**config.mk**
```make
export PLATFORM = sky130hd
export DESIGN_NAME = ross_top
export DESIGN_NICKNAME = d
export VERILOG_FILES = /design/src/design/ross_pkg.sv /design/src/design/ross_top.sv
export SDC_FILE = /design/constraint.sdc
export NUM_CORES = 1
export LEC_CHECK = 0
export ABC_AREA = 0
export BUFFER_PORTS_ARGS = -buffer_cell sky130_fd_sc_hd__buf_4
export CAP_MARGIN = 20
export CORE_ASPECT_RATIO = 1.2
export CORE_MARGIN = 2
export CORE_UTILIZATION = 48
export CTS_BUF_LIST = sky130_fd_sc_hd__clkbuf_2
export DETAILED_ROUTE_END_ITERATION = 16
export HOLD_SLACK_MARGIN = 0.03
export PLACE_DENSITY_LB_ADDON = 0.08
export SLEW_MARGIN = 30
export SYNTH_ARGS = -nofsm -noshare
export SYNTH_HDL_FRONTEND = slang
export SYNTH_SLANG_ARGS = --single-unit
export TNS_END_PERCENT = 20
```
**constraint.sdc**
```tcl
create_clock -name i_ref_clk -period 2 [get_ports i_ref_clk]
set_clock_uncertainty 0.15 [all_clocks]
set_input_delay 0.3 -clock i_ref_clk [delete_from_list [all_inputs] [get_ports i_ref_clk]]
set_output_delay 0.3 -clock i_ref_clk [all_outputs]
set_load 0.01 [all_outputs]
```
**src/design/ross_pkg.sv**
```systemverilog
// Package for the relay output source selector: codes, bit positions, reset values
package ross_pkg;

  // ----------------------------------------------------------------
  // Register map (software port)
  // ----------------------------------------------------------------
  localparam logic [3:0]  ADDR_FORCE_VALUES = 4'h0;
  localparam logic [3:0]  ADDR_FORCE_SELECT = 4'h1;
  localparam logic [3:0]  ADDR_RO4_SOURCE   = 4'h2;
  localparam logic [3:0]  ADDR_RO5_SOURCE   = 4'h3;
  localparam logic [3:0]  ADDR_OUT_STATE    = 4'h4;

  localparam logic [15:0] FORCE_VALUES_RST  = 16'h0000;
  localparam logic [15:0] FORCE_SELECT_RST  = 16'h0000;
  localparam logic [7:0]  SOURCE_RST        = 8'h00;

  // Bit positions in forced-values and force-select words
  localparam int          FRC_RO5_BIT       = 4;
  localparam int          FRC_DO1_BIT       = 5;

  // ----------------------------------------------------------------
  // Status word bit positions
  // ----------------------------------------------------------------
  localparam int MSW_READY_RUN  = 1;
  localparam int MSW_READY_REF  = 2;
  localparam int MSW_FAULT      = 3;
  localparam int MSW_WARNING    = 7;
  localparam int MSW_REMOTE     = 9;
  localparam int DSW1_STARTED   = 5;
  localparam int DSW1_RUNNING   = 6;
  localparam int DSW1_EXT2      = 11;
  localparam int DSW2_MAGNET    = 1;
  localparam int DSW2_ABOVE_LIM = 10;

  // ----------------------------------------------------------------
  // Selector codes
  // ----------------------------------------------------------------
  localparam logic [7:0] SEL_OFF        = 8'h00;
  localparam logic [7:0] SEL_ON         = 8'h01;
  localparam logic [7:0] SEL_READY_RUN  = 8'h02;
  localparam logic [7:0] SEL_STARTED    = 8'h05;
  localparam logic [7:0] SEL_MAGNET     = 8'h06;
  localparam logic [7:0] SEL_RUNNING    = 8'h07;
  localparam logic [7:0] SEL_READY_REF  = 8'h08;
  localparam logic [7:0] SEL_ABOVE_LIM  = 8'h0C;
  localparam logic [7:0] SEL_WARNING    = 8'h0D;
  localparam logic [7:0] SEL_FAULT      = 8'h0E;
  localparam logic [7:0] SEL_FAULT_N    = 8'h0F;
  localparam logic [7:0] SEL_FAULT_WARN = 8'h10;
  localparam logic [7:0] SEL_OVERCUR    = 8'h11;
  localparam logic [7:0] SEL_OVERVOLT   = 8'h12;
  localparam logic [7:0] SEL_DRV_TEMP   = 8'h13;
  localparam logic [7:0] SEL_UNDERVOLT  = 8'h14;
  localparam logic [7:0] SEL_MOT_TEMP   = 8'h15;
  localparam logic [7:0] SEL_EXT2       = 8'h17;
  localparam logic [7:0] SEL_REMOTE     = 8'h18;
  localparam logic [7:0] SEL_TIMED1     = 8'h1B;
  localparam logic [7:0] SEL_TIMED2     = 8'h1C;
  localparam logic [7:0] SEL_TIMED3     = 8'h1D;
  localparam logic [7:0] SEL_SUPV1      = 8'h21;
  localparam logic [7:0] SEL_SUPV2      = 8'h22;

  // ----------------------------------------------------------------
  // Carriers
  // ----------------------------------------------------------------
  typedef struct packed {
    logic [15:0] main_sw;
    logic [15:0] drv_sw1;
    logic [15:0] drv_sw2;
    logic [15:0] timed_sw;
    logic [15:0] supv_sw;
  } ross_status_t;

  // Fault-occurred flags, one per fault source
  typedef struct packed {
    logic overcurrent;
    logic overvoltage;
    logic undervoltage;
    logic igbt_overload;
    logic board_temp;
    logic igbt_overtemp;
    logic cooling;
    logic igbt_temp;
    logic excess_temp;
    logic excess_temp_diff;
    logic ext_temp1;
    logic ext_temp2;
  } ross_faults_t;

  typedef struct packed {
    logic [3:0]  addr;
    logic [15:0] wdata;
    logic        wr;
    logic        rd;
  } ross_bus_req_t;

endpackage

```
**src/design/ross_top.sv**
```systemverilog
// Relay output source selector, with force override of relay output five and digital output one
//
// Behaviour
// Hold a 16-bit forced-values word accepting any value 0000h to FFFFh.
// Fifth relay output takes its forced bit only when force-select enables it.
// First digital output takes its forced bit only when force-select enables it.
// Code 0 holds relay de-energized, code 1 holds it energized.
// Code 2 routes main status bit 1 ready-to-run; code 3 reserved.
// Started code routes drive status word 1 bit 5.
// Magnetized code routes drive status word 2 bit 1.
// Running code routes drive status word 1 bit 6.
// Ready-for-reference code routes main status bit 2.
// Code 12 routes drive status word 2 bit 10, above limit.
// Code 13 routes the warning flag, main status bit 7.
// Code 14 routes the fault flag, main status bit 3.
// Code 15 routes the inverted fault flag.
// Code 16 routes fault OR warning.
// Code 17 overcurrent fault, code 18 DC link overvoltage fault.
// Code 19 any of the seven drive temperature faults.
// Code 20 DC link undervoltage fault.
// Code 21 either external temperature fault; code 22 reserved.
// Code 23 routes second external place active, drive status word 1 bit 11.
// Code 24 routes remote control, main status bit 9.
// Codes 27 to 29 route timed-functions status bits 0 to 2.
// Codes 33 and 34 route supervision status bits 0 and 1.
// Code 6 magnetized, code 7 running, code 8 ready for reference.
// Reserved codes drive the relay output de-energized.
//
// Implementation choices: the address map and the address-and-strobe port.
`timescale 1ns/1ps

module ross_top
  import ross_pkg::*;
(
  input  wire logic                 i_ref_clk,
  input  wire logic                 i_arst_n,
  input  wire ross_pkg::ross_bus_req_t i_bus,
  output logic [15:0]               o_rdata,
  input  wire ross_pkg::ross_status_t  i_status,
  input  wire ross_pkg::ross_faults_t  i_faults,
  output logic                      o_relay_output_four,
  output logic                      o_relay_output_five,
  output logic                      o_digital_output_one
);
  import ross_pkg::*;

  // ----------------------------------------------------------------
  // Source decode
  // ----------------------------------------------------------------
  // Fault flags are levels held by the fault logic outside, so a
  // selection follows them for as long as they stay set.

  // Any of the seven drive temperature faults
  function automatic logic drive_temp_any(input ross_faults_t fl);
    logic hit;
    hit = 1'b0;
    hit = hit | fl.igbt_overload;
    hit = hit | fl.board_temp;
    hit = hit | fl.igbt_overtemp;
    hit = hit | fl.cooling;
    hit = hit | fl.igbt_temp;
    hit = hit | fl.excess_temp;
    hit = hit | fl.excess_temp_diff;
    return hit;
  endfunction

  // Either external temperature fault
  function automatic logic ext_temp_any(input ross_faults_t fl);
    logic hit;
    hit = fl.ext_temp1 | fl.ext_temp2;
    return hit;
  endfunction

  // Forced bit when its enable is set, otherwise the normal level
  function automatic logic forced_level(
    input logic [15:0] sel,
    input logic [15:0] val,
    input int          pos,
    input logic        normal
  );
    logic lvl;
    lvl = normal;
    if (sel[pos])
    begin
      lvl = val[pos];
    end
    return lvl;
  endfunction

  // Level selected by a source code; unknown and reserved codes give 0
  function automatic logic src_level(
    input logic [7:0]   code,
    input ross_status_t st,
    input ross_faults_t fl
  );
    logic lvl;
    lvl = 1'b0;
    unique case (code)
      SEL_OFF        :
      begin
        lvl = 1'b0;
      end
      SEL_ON         :
      begin
        lvl = 1'b1;
      end
      SEL_READY_RUN  :
      begin
        lvl = st.main_sw[MSW_READY_RUN];
      end
      SEL_STARTED    :
      begin
        lvl = st.drv_sw1[DSW1_STARTED];
      end
      SEL_MAGNET     :
      begin
        lvl = st.drv_sw2[DSW2_MAGNET];
      end
      SEL_RUNNING    :
      begin
        lvl = st.drv_sw1[DSW1_RUNNING];
      end
      SEL_READY_REF  :
      begin
        lvl = st.main_sw[MSW_READY_REF];
      end
      SEL_ABOVE_LIM  :
      begin
        lvl = st.drv_sw2[DSW2_ABOVE_LIM];
      end
      SEL_WARNING    :
      begin
        lvl = st.main_sw[MSW_WARNING];
      end
      SEL_FAULT      :
      begin
        lvl = st.main_sw[MSW_FAULT];
      end
      SEL_FAULT_N    :
      begin
        lvl = ~st.main_sw[MSW_FAULT];
      end
      SEL_FAULT_WARN :
      begin
        lvl = st.main_sw[MSW_FAULT] | st.main_sw[MSW_WARNING];
      end
      SEL_OVERCUR    :
      begin
        lvl = fl.overcurrent;
      end
      SEL_OVERVOLT   :
      begin
        lvl = fl.overvoltage;
      end
      SEL_DRV_TEMP   :
      begin
        lvl = drive_temp_any(fl);
      end
      SEL_UNDERVOLT  :
      begin
        lvl = fl.undervoltage;
      end
      SEL_MOT_TEMP   :
      begin
        lvl = ext_temp_any(fl);
      end
      SEL_EXT2       :
      begin
        lvl = st.drv_sw1[DSW1_EXT2];
      end
      SEL_REMOTE     :
      begin
        lvl = st.main_sw[MSW_REMOTE];
      end
      SEL_TIMED1     :
      begin
        lvl = st.timed_sw[0];
      end
      SEL_TIMED2     :
      begin
        lvl = st.timed_sw[1];
      end
      SEL_TIMED3     :
      begin
        lvl = st.timed_sw[2];
      end
      SEL_SUPV1      :
      begin
        lvl = st.supv_sw[0];
      end
      SEL_SUPV2      :
      begin
        lvl = st.supv_sw[1];
      end
      default        :
      begin
        lvl = 1'b0;
      end
    endcase
    return lvl;
  endfunction

  // ----------------------------------------------------------------
  // Software registers
  // ----------------------------------------------------------------
  // Source registers keep only the low byte of a write; reads of an
  // unmapped address return zero, and read data stand for one cycle.
  logic [15:0] force_val_q;
  logic [15:0] force_val_d;
  logic [15:0] force_sel_q;
  logic [15:0] force_sel_d;
  logic [7:0]  ro4_src_q;
  logic [7:0]  ro4_src_d;
  logic [7:0]  ro5_src_q;
  logic [7:0]  ro5_src_d;
  logic [15:0] rdata_q;
  logic [15:0] rdata_d;

  always_comb
  begin
    force_val_d = force_val_q;
    force_sel_d = force_sel_q;
    ro4_src_d   = ro4_src_q;
    ro5_src_d   = ro5_src_q;
    rdata_d     = 16'h0000;
    if (i_bus.wr)
    begin
      unique case (i_bus.addr)
        ADDR_FORCE_VALUES :
        begin
          force_val_d = i_bus.wdata;
        end
        ADDR_FORCE_SELECT :
        begin
          force_sel_d = i_bus.wdata;
        end
        ADDR_RO4_SOURCE   :
        begin
          ro4_src_d = i_bus.wdata[7:0];
        end
        ADDR_RO5_SOURCE   :
        begin
          ro5_src_d = i_bus.wdata[7:0];
        end
        default           :
        begin
        end
      endcase
    end
    if (i_bus.rd)
    begin
      unique case (i_bus.addr)
        ADDR_FORCE_VALUES :
        begin
          rdata_d = force_val_q;
        end
        ADDR_FORCE_SELECT :
        begin
          rdata_d = force_sel_q;
        end
        ADDR_RO4_SOURCE   :
        begin
          rdata_d = {8'h00, ro4_src_q};
        end
        ADDR_RO5_SOURCE   :
        begin
          rdata_d = {8'h00, ro5_src_q};
        end
        ADDR_OUT_STATE    :
        begin
          // Registered outputs, so software sees what the loads see
          rdata_d = {13'h0000, o_digital_output_one, o_relay_output_five, o_relay_output_four};
        end
        default           :
        begin
          rdata_d = 16'h0000;
        end
      endcase
    end
  end

  always_ff @(posedge i_ref_clk or negedge i_arst_n)
  begin
    if (!i_arst_n)
    begin
      force_val_q <= FORCE_VALUES_RST;
      force_sel_q <= FORCE_SELECT_RST;
      ro4_src_q   <= SOURCE_RST;
      ro5_src_q   <= SOURCE_RST;
      rdata_q     <= 16'h0000;
    end
    else
    begin
      force_val_q <= force_val_d;
      force_sel_q <= force_sel_d;
      ro4_src_q   <= ro4_src_d;
      ro5_src_q   <= ro5_src_d;
      rdata_q     <= rdata_d;
    end
  end

  assign o_rdata = rdata_q;

  // ----------------------------------------------------------------
  // Output drive
  // ----------------------------------------------------------------
  // Every output is registered so that a glitch on a status word
  // between edges never reaches a relay coil.
  // Digital output one has no source selector: unforced it stays off.
  logic ro4_d;
  logic ro5_d;
  logic do1_d;
  logic ro4_q;
  logic ro5_q;
  logic do1_q;
  logic ro5_norm;

  always_comb
  begin
    ro5_norm = src_level(ro5_src_q, i_status, i_faults);
    ro4_d    = src_level(ro4_src_q, i_status, i_faults);
    ro5_d    = forced_level(force_sel_q, force_val_q, FRC_RO5_BIT, ro5_norm);
    do1_d    = forced_level(force_sel_q, force_val_q, FRC_DO1_BIT, 1'b0);
  end

  always_ff @(posedge i_ref_clk or negedge i_arst_n)
  begin
    if (!i_arst_n)
    begin
      ro4_q <= 1'b0;
      ro5_q <= 1'b0;
      do1_q <= 1'b0;
    end
    else
    begin
      ro4_q <= ro4_d;
      ro5_q <= ro5_d;
      do1_q <= do1_d;
    end
  end

  assign o_relay_output_four  = ro4_q;
  assign o_relay_output_five  = ro5_q;
  assign o_digital_output_one = do1_q;

endmodule // ross_top

```
Word-level counts from Yosys, hierarchy flattened --
Cells that the tools add are included.
Word-level totals: bits in registers 67, latch bits 0, memory bits (writable) 0, ROM bits 0, output and inout bits 19, memories 0
Cells by class: add/subtract/negate cells 0, multipliers 0, div/mod/pow operators 0, order comparisons 0, eq/ne operators 50, shift operators 0, muxes and demuxes 6, bitwise operators 9, reduce and logical (&&, ||, !) cells 5
Operators with widths (number):
- $eq A8 B5 Y1 const B | 22
- $eq A8 B4 Y1 const B | 10
- $pmux W16 S5 | 1
- $eq A8 B3 Y1 const B | 6
- $pmux W1 S23 | 2
- $eq A8 B6 Y1 const B | 4
- $eq A8 B1 Y1 const B | 2
- $eq A8 B2 Y1 const B | 2
- $mux W16 | 1
- $eq A4 B2 Y1 const B | 2
- $or A1 B1 Y1 | 8
- $reduce_and A2 Y1 | 4
- $eq A4 B1 Y1 const B | 1
- $eq A4 B3 Y1 const B | 1
- $logic_not A4 Y1 | 1
- $mux W1 | 2
- $not A1 Y1 | 1

Logic depth before layout (Yosys ltp) --
depth after elaboration 8, mapped depth 7, depth with buffers taken out 5

Least setup slack after synthesis --
No wires, ideal clock.
path kind register -> register, start point register ro5_src_q[5], end point register ro5_q, in the netlist o_relay_output_five, setup time 129 ps, arrival time 1549 ps, slack 172 ps, cell stages (with the launch flop) 6, buffers on the path 0, cell sequence dfrtp_1 and3b_2 o211a_1 or4_1 a211oi_2 a31oi_1
Between the ends: cells in the longest elaborated chain, start to end 3, elaborated cells on any way between the ends 25
Ends and longest elaborated chain:
- start: declaration | RTL line ross_top.sv:214 | logic [7:0] ro5_src_q;
- start signal: assignment | RTL line ross_top.sv:297 | ro5_src_q <= ro5_src_d;
- $eq A8 B6 Y1, or another cell as far along | RTL line ross_top.sv:98 | unique case (code)
- $pmux W1 S23 (*) | RTL line ross_top.sv:98
- $mux W1 (*) | RTL line ross_top.sv:83 | if (sel[pos])
- via ro5_d | RTL line ross_top.sv:311 | logic ro5_d;
- end signal: assignment | RTL line ross_top.sv:337 | ro5_q <= ro5_d;
- end: declaration | RTL line ross_top.sv:314 | logic ro5_q;
Mark *: on every way through the listed nets, which the timed path passes. The rest lies on a longest branch. A chain may end at the register's enable or synchronous reset.

Final worst setup path --
Same ends and word-level chain as after synthesis.

==> results.tsv <==
stage	metric	value	unit
floorplan	die area	8060	µm²
floorplan	Ports	135	
timing	Final Cycle Share	99.1	%
setup_path	Critical Path Fanout Max	6	
synth	sequential area share after synthesis	47.5	%
synth	Async SR Flop Fraction	100	%
placed_design	IO buf count	69	
clock_tree	Clock Tree Root	clkbuf_2	
global_routing	GRT Overall Usage	24.1	%
placed_design	routability-driven placement congestion ratio	0.863	
timing	Finish-stage setup viols	0	
flow_run	max_cap viols	0	
drt	DR WL/cell	18.6	µm
setup_path	Reg2Reg Setup Slack	0.02	ns
setup_path	startpoint types	flip-flop	
drt	Pre-Repair DR Iteration Count	5	
synth	Mapped Area	3530	µm²
global_routing	GR Overflow Total	0	
clock_tree	Clock Latency Late Sink	0.45	ns
global_routing	global-route wire length before repair	14.6	mm
floorplan	Die Height	98.0	µm
timing	min Tclk post-route	1.98	ns
synth	Synth Register Bits	67	
floorplan	die span in x	82.3	µm
synth	Syn. warnings	0	
final_layout	share of layout cells above drive strength 1	43.4	%
drt	final wirelength	9.32	mm
final_layout	most common cell after layout, fill and taps aside	buf_4	
clock_tree	clock buffer depth	2	
drt	number of vias per cell	5.85	
setup_path	Setup crit start	ro5_src_q[5]	
status	status	completed	
clock_tree	CTS tree	yes	
placed_design	DP HPWL	6.75	mm
drt	ANT nets after route	0	
synth	Synth Net Count	416	
timing	RSZ-0062 raised after global routing	yes	
drt	drc violations	0	
power	Static Leak	2.08	nW
timing	Min Hold Slack	0.159	ns
synth	Post-Synthesis Cells	300	
final_layout	P&R area growth vs syn	28.6	%
setup_path	FF-to-FF path depth	5	
setup_path	reg2reg start	ro5_src_q[5]	
timing	worst-margin pin slew	0.577	ns
drt	DRT iter0 DRCs	145	
synth	Yosys cell types	62	
clock_tree	Worst-path clk slew	0.18	ns
setup_path	CP Class	flip-flop to flip-flop	
drt	via count	2924	
global_routing	initial antenna violation count	0	
setup_path	CP Capture Type	flip-flop	
floorplan	Initial Utilization	49.1	%
power	maximum VDD drop	0.486	mV
timing	maximum clock frequency	504	MHz
global_routing	largest net degree at the start of global routing	36	
clock_tree	Inserted Clock Buffers	9	
timing	Final Max Tran Viols	0	
synth	mean post-synth cell area	11.8	µm²
final_layout	n_diodes	0	
final_layout	commonest non-fill, non-tap cells in the layout	97 x buf_4, 64 x dfrtp_1, 38 x mux2_2, 20 x nor2_1, 17 x dlygate4sd3_1	
clock_tree	clk sinks	67	
timing	Setup TNS Final	0	ns
min_path	min-delay worst type	input pin to async pin	
timing	max_slew headroom	61.0	%
final_layout	NumNets Final	521	
floorplan	num rows	34	
power	pwr dens	794	nW/µm²
setup_path	crit path DAT	2.18	ns
timing	Final Hold Viols	0	
final_layout	FILL cells	600	
floorplan	Core ar.	7190	µm²
setup_path	worst flop-to-flop path endpoint	o_relay_output_five	
synth	Post-synth EDFFs	0	
clock_tree	H-tree Lvls	3	
synth	Main synth FF type	dfrtp_1	
setup_path	Req. time, crit path	2.20	ns
global_routing	vias in the first global route	3004	
## registers in the layout, indices dropped and copies added, names as in the netlist
name / count
force_sel_q: 16
force_val_q: 16
o_digital_output_one: 1
o_rdata: 16
o_relay_output_five: 1
o_relay_output_four: 1
ro4_src_q: 8
ro5_src_q: 8
## repair_timing
action,CTS,global route
hold buffers,17,0
hold endpoints to repair,115,0
setup endpoints to repair,1,2
cloned,0,0
setup buffers,0,0
gates resized for setup,2,6
## cells by family after synthesis
kind of cell | Yosys count | share of synthesized area (%)
XOR/XNOR | 3 | 0.744
flip-flops | 67 | 47.5
multiplexers | 51 | 17.6
AND/OR/NAND/NOR | 88 | 16.7
AO/OA/AOI/OAI | 66 | 13.6
buffers and inverters | 25 | 3.83
## power by group
group	switching, mW	internal (mW)	leakage, nW	total, mW
logic	0.524	0.673	1.17	1.20
clock network	0.432	0.157	0.0559	0.589
registers	0.215	1.60	0.848	1.82
## stage by stage
step	std cells	power [mW]	util (%)	instance area, µm²	setup WS, ns
global route	500	3.81	63.1	4540	-0.0376
detailed placement	467	2.99	59.4	4270	-0.0698
floorplan	300	2.52	-	3530	0.172
CTS	500	3.62	62.9	4520	-0.0227
global placement	467	2.96	59.4	4270	-0.0797
finish	500	3.60	63.1	4540	0.0176
## worst max-delay path by stage
stage	endpoint	slack, ns	depth (start not counted)
after CTS	o_relay_output_five	-0.02	6
after global routing	o_relay_output_five	-0.04	5
after detailed placement	o_relay_output_five	-0.07	5
final	o_relay_output_five	0.02	5
after global placement	o_relay_output_five	-0.08	5
after floorplan	o_relay_output_five	0.17	5
## critical path: stages (launching register included)
cell and delay (ns):
dfrtp_2 0.48, and3b_2 0.22, o211a_1 0.20, or4_1 0.51
a211oi_2 0.18, a31oi_2 0.14
## final cells by class
type                       instances  area (µm²)  share of cell area, %
clock buffer                      11        55.1                   1.21
multi-input combinational        208        1740                   38.3
tap                               90         113                   2.48
clock inverter                     5        20.0                  0.441
inverter                           4        15.0                  0.331
sequential                        67        1680                   37.0
timing repair buffer             115         918                   20.2
## layer usage
| metal | wire length [µm] | global-route usage, % |
|---|---|---|
| met1 | 3740 | 28.4 |
| met5 | 0 | 0 |
| met2 | 4820 | 41.3 |
| met4 | 283 | 10.6 |
| met3 | 477 | 4.90 |
## cells in the mapped netlist (all sizes together) (3+ instances only)
master | instances | area (µm²)
dfrtp | 67 | 1680
mux2 | 48 | 578
nor2 | 20 | 75.1
nand2 | 15 | 68.8
a21oi | 13 | 65.1
a22oi | 13 | 97.6
clkbuf | 12 | 57.6
buf | 9 | 62.6
a222oi | 8 | 80.1
o21ai | 8 | 40.0
nor3 | 6 | 30.0
nor4b | 6 | 82.6
a31oi | 4 | 25.0
inv | 4 | 15.0
nand4b | 4 | 35.0
nor2b | 4 | 25.0
nor3b | 4 | 30.0
and2 | 3 | 18.8
nand3b | 3 | 22.5
nand4bb | 3 | 33.8
nor4 | 3 | 33.8
xor2 | 3 | 26.3
(Power assumes the default switching activity.)
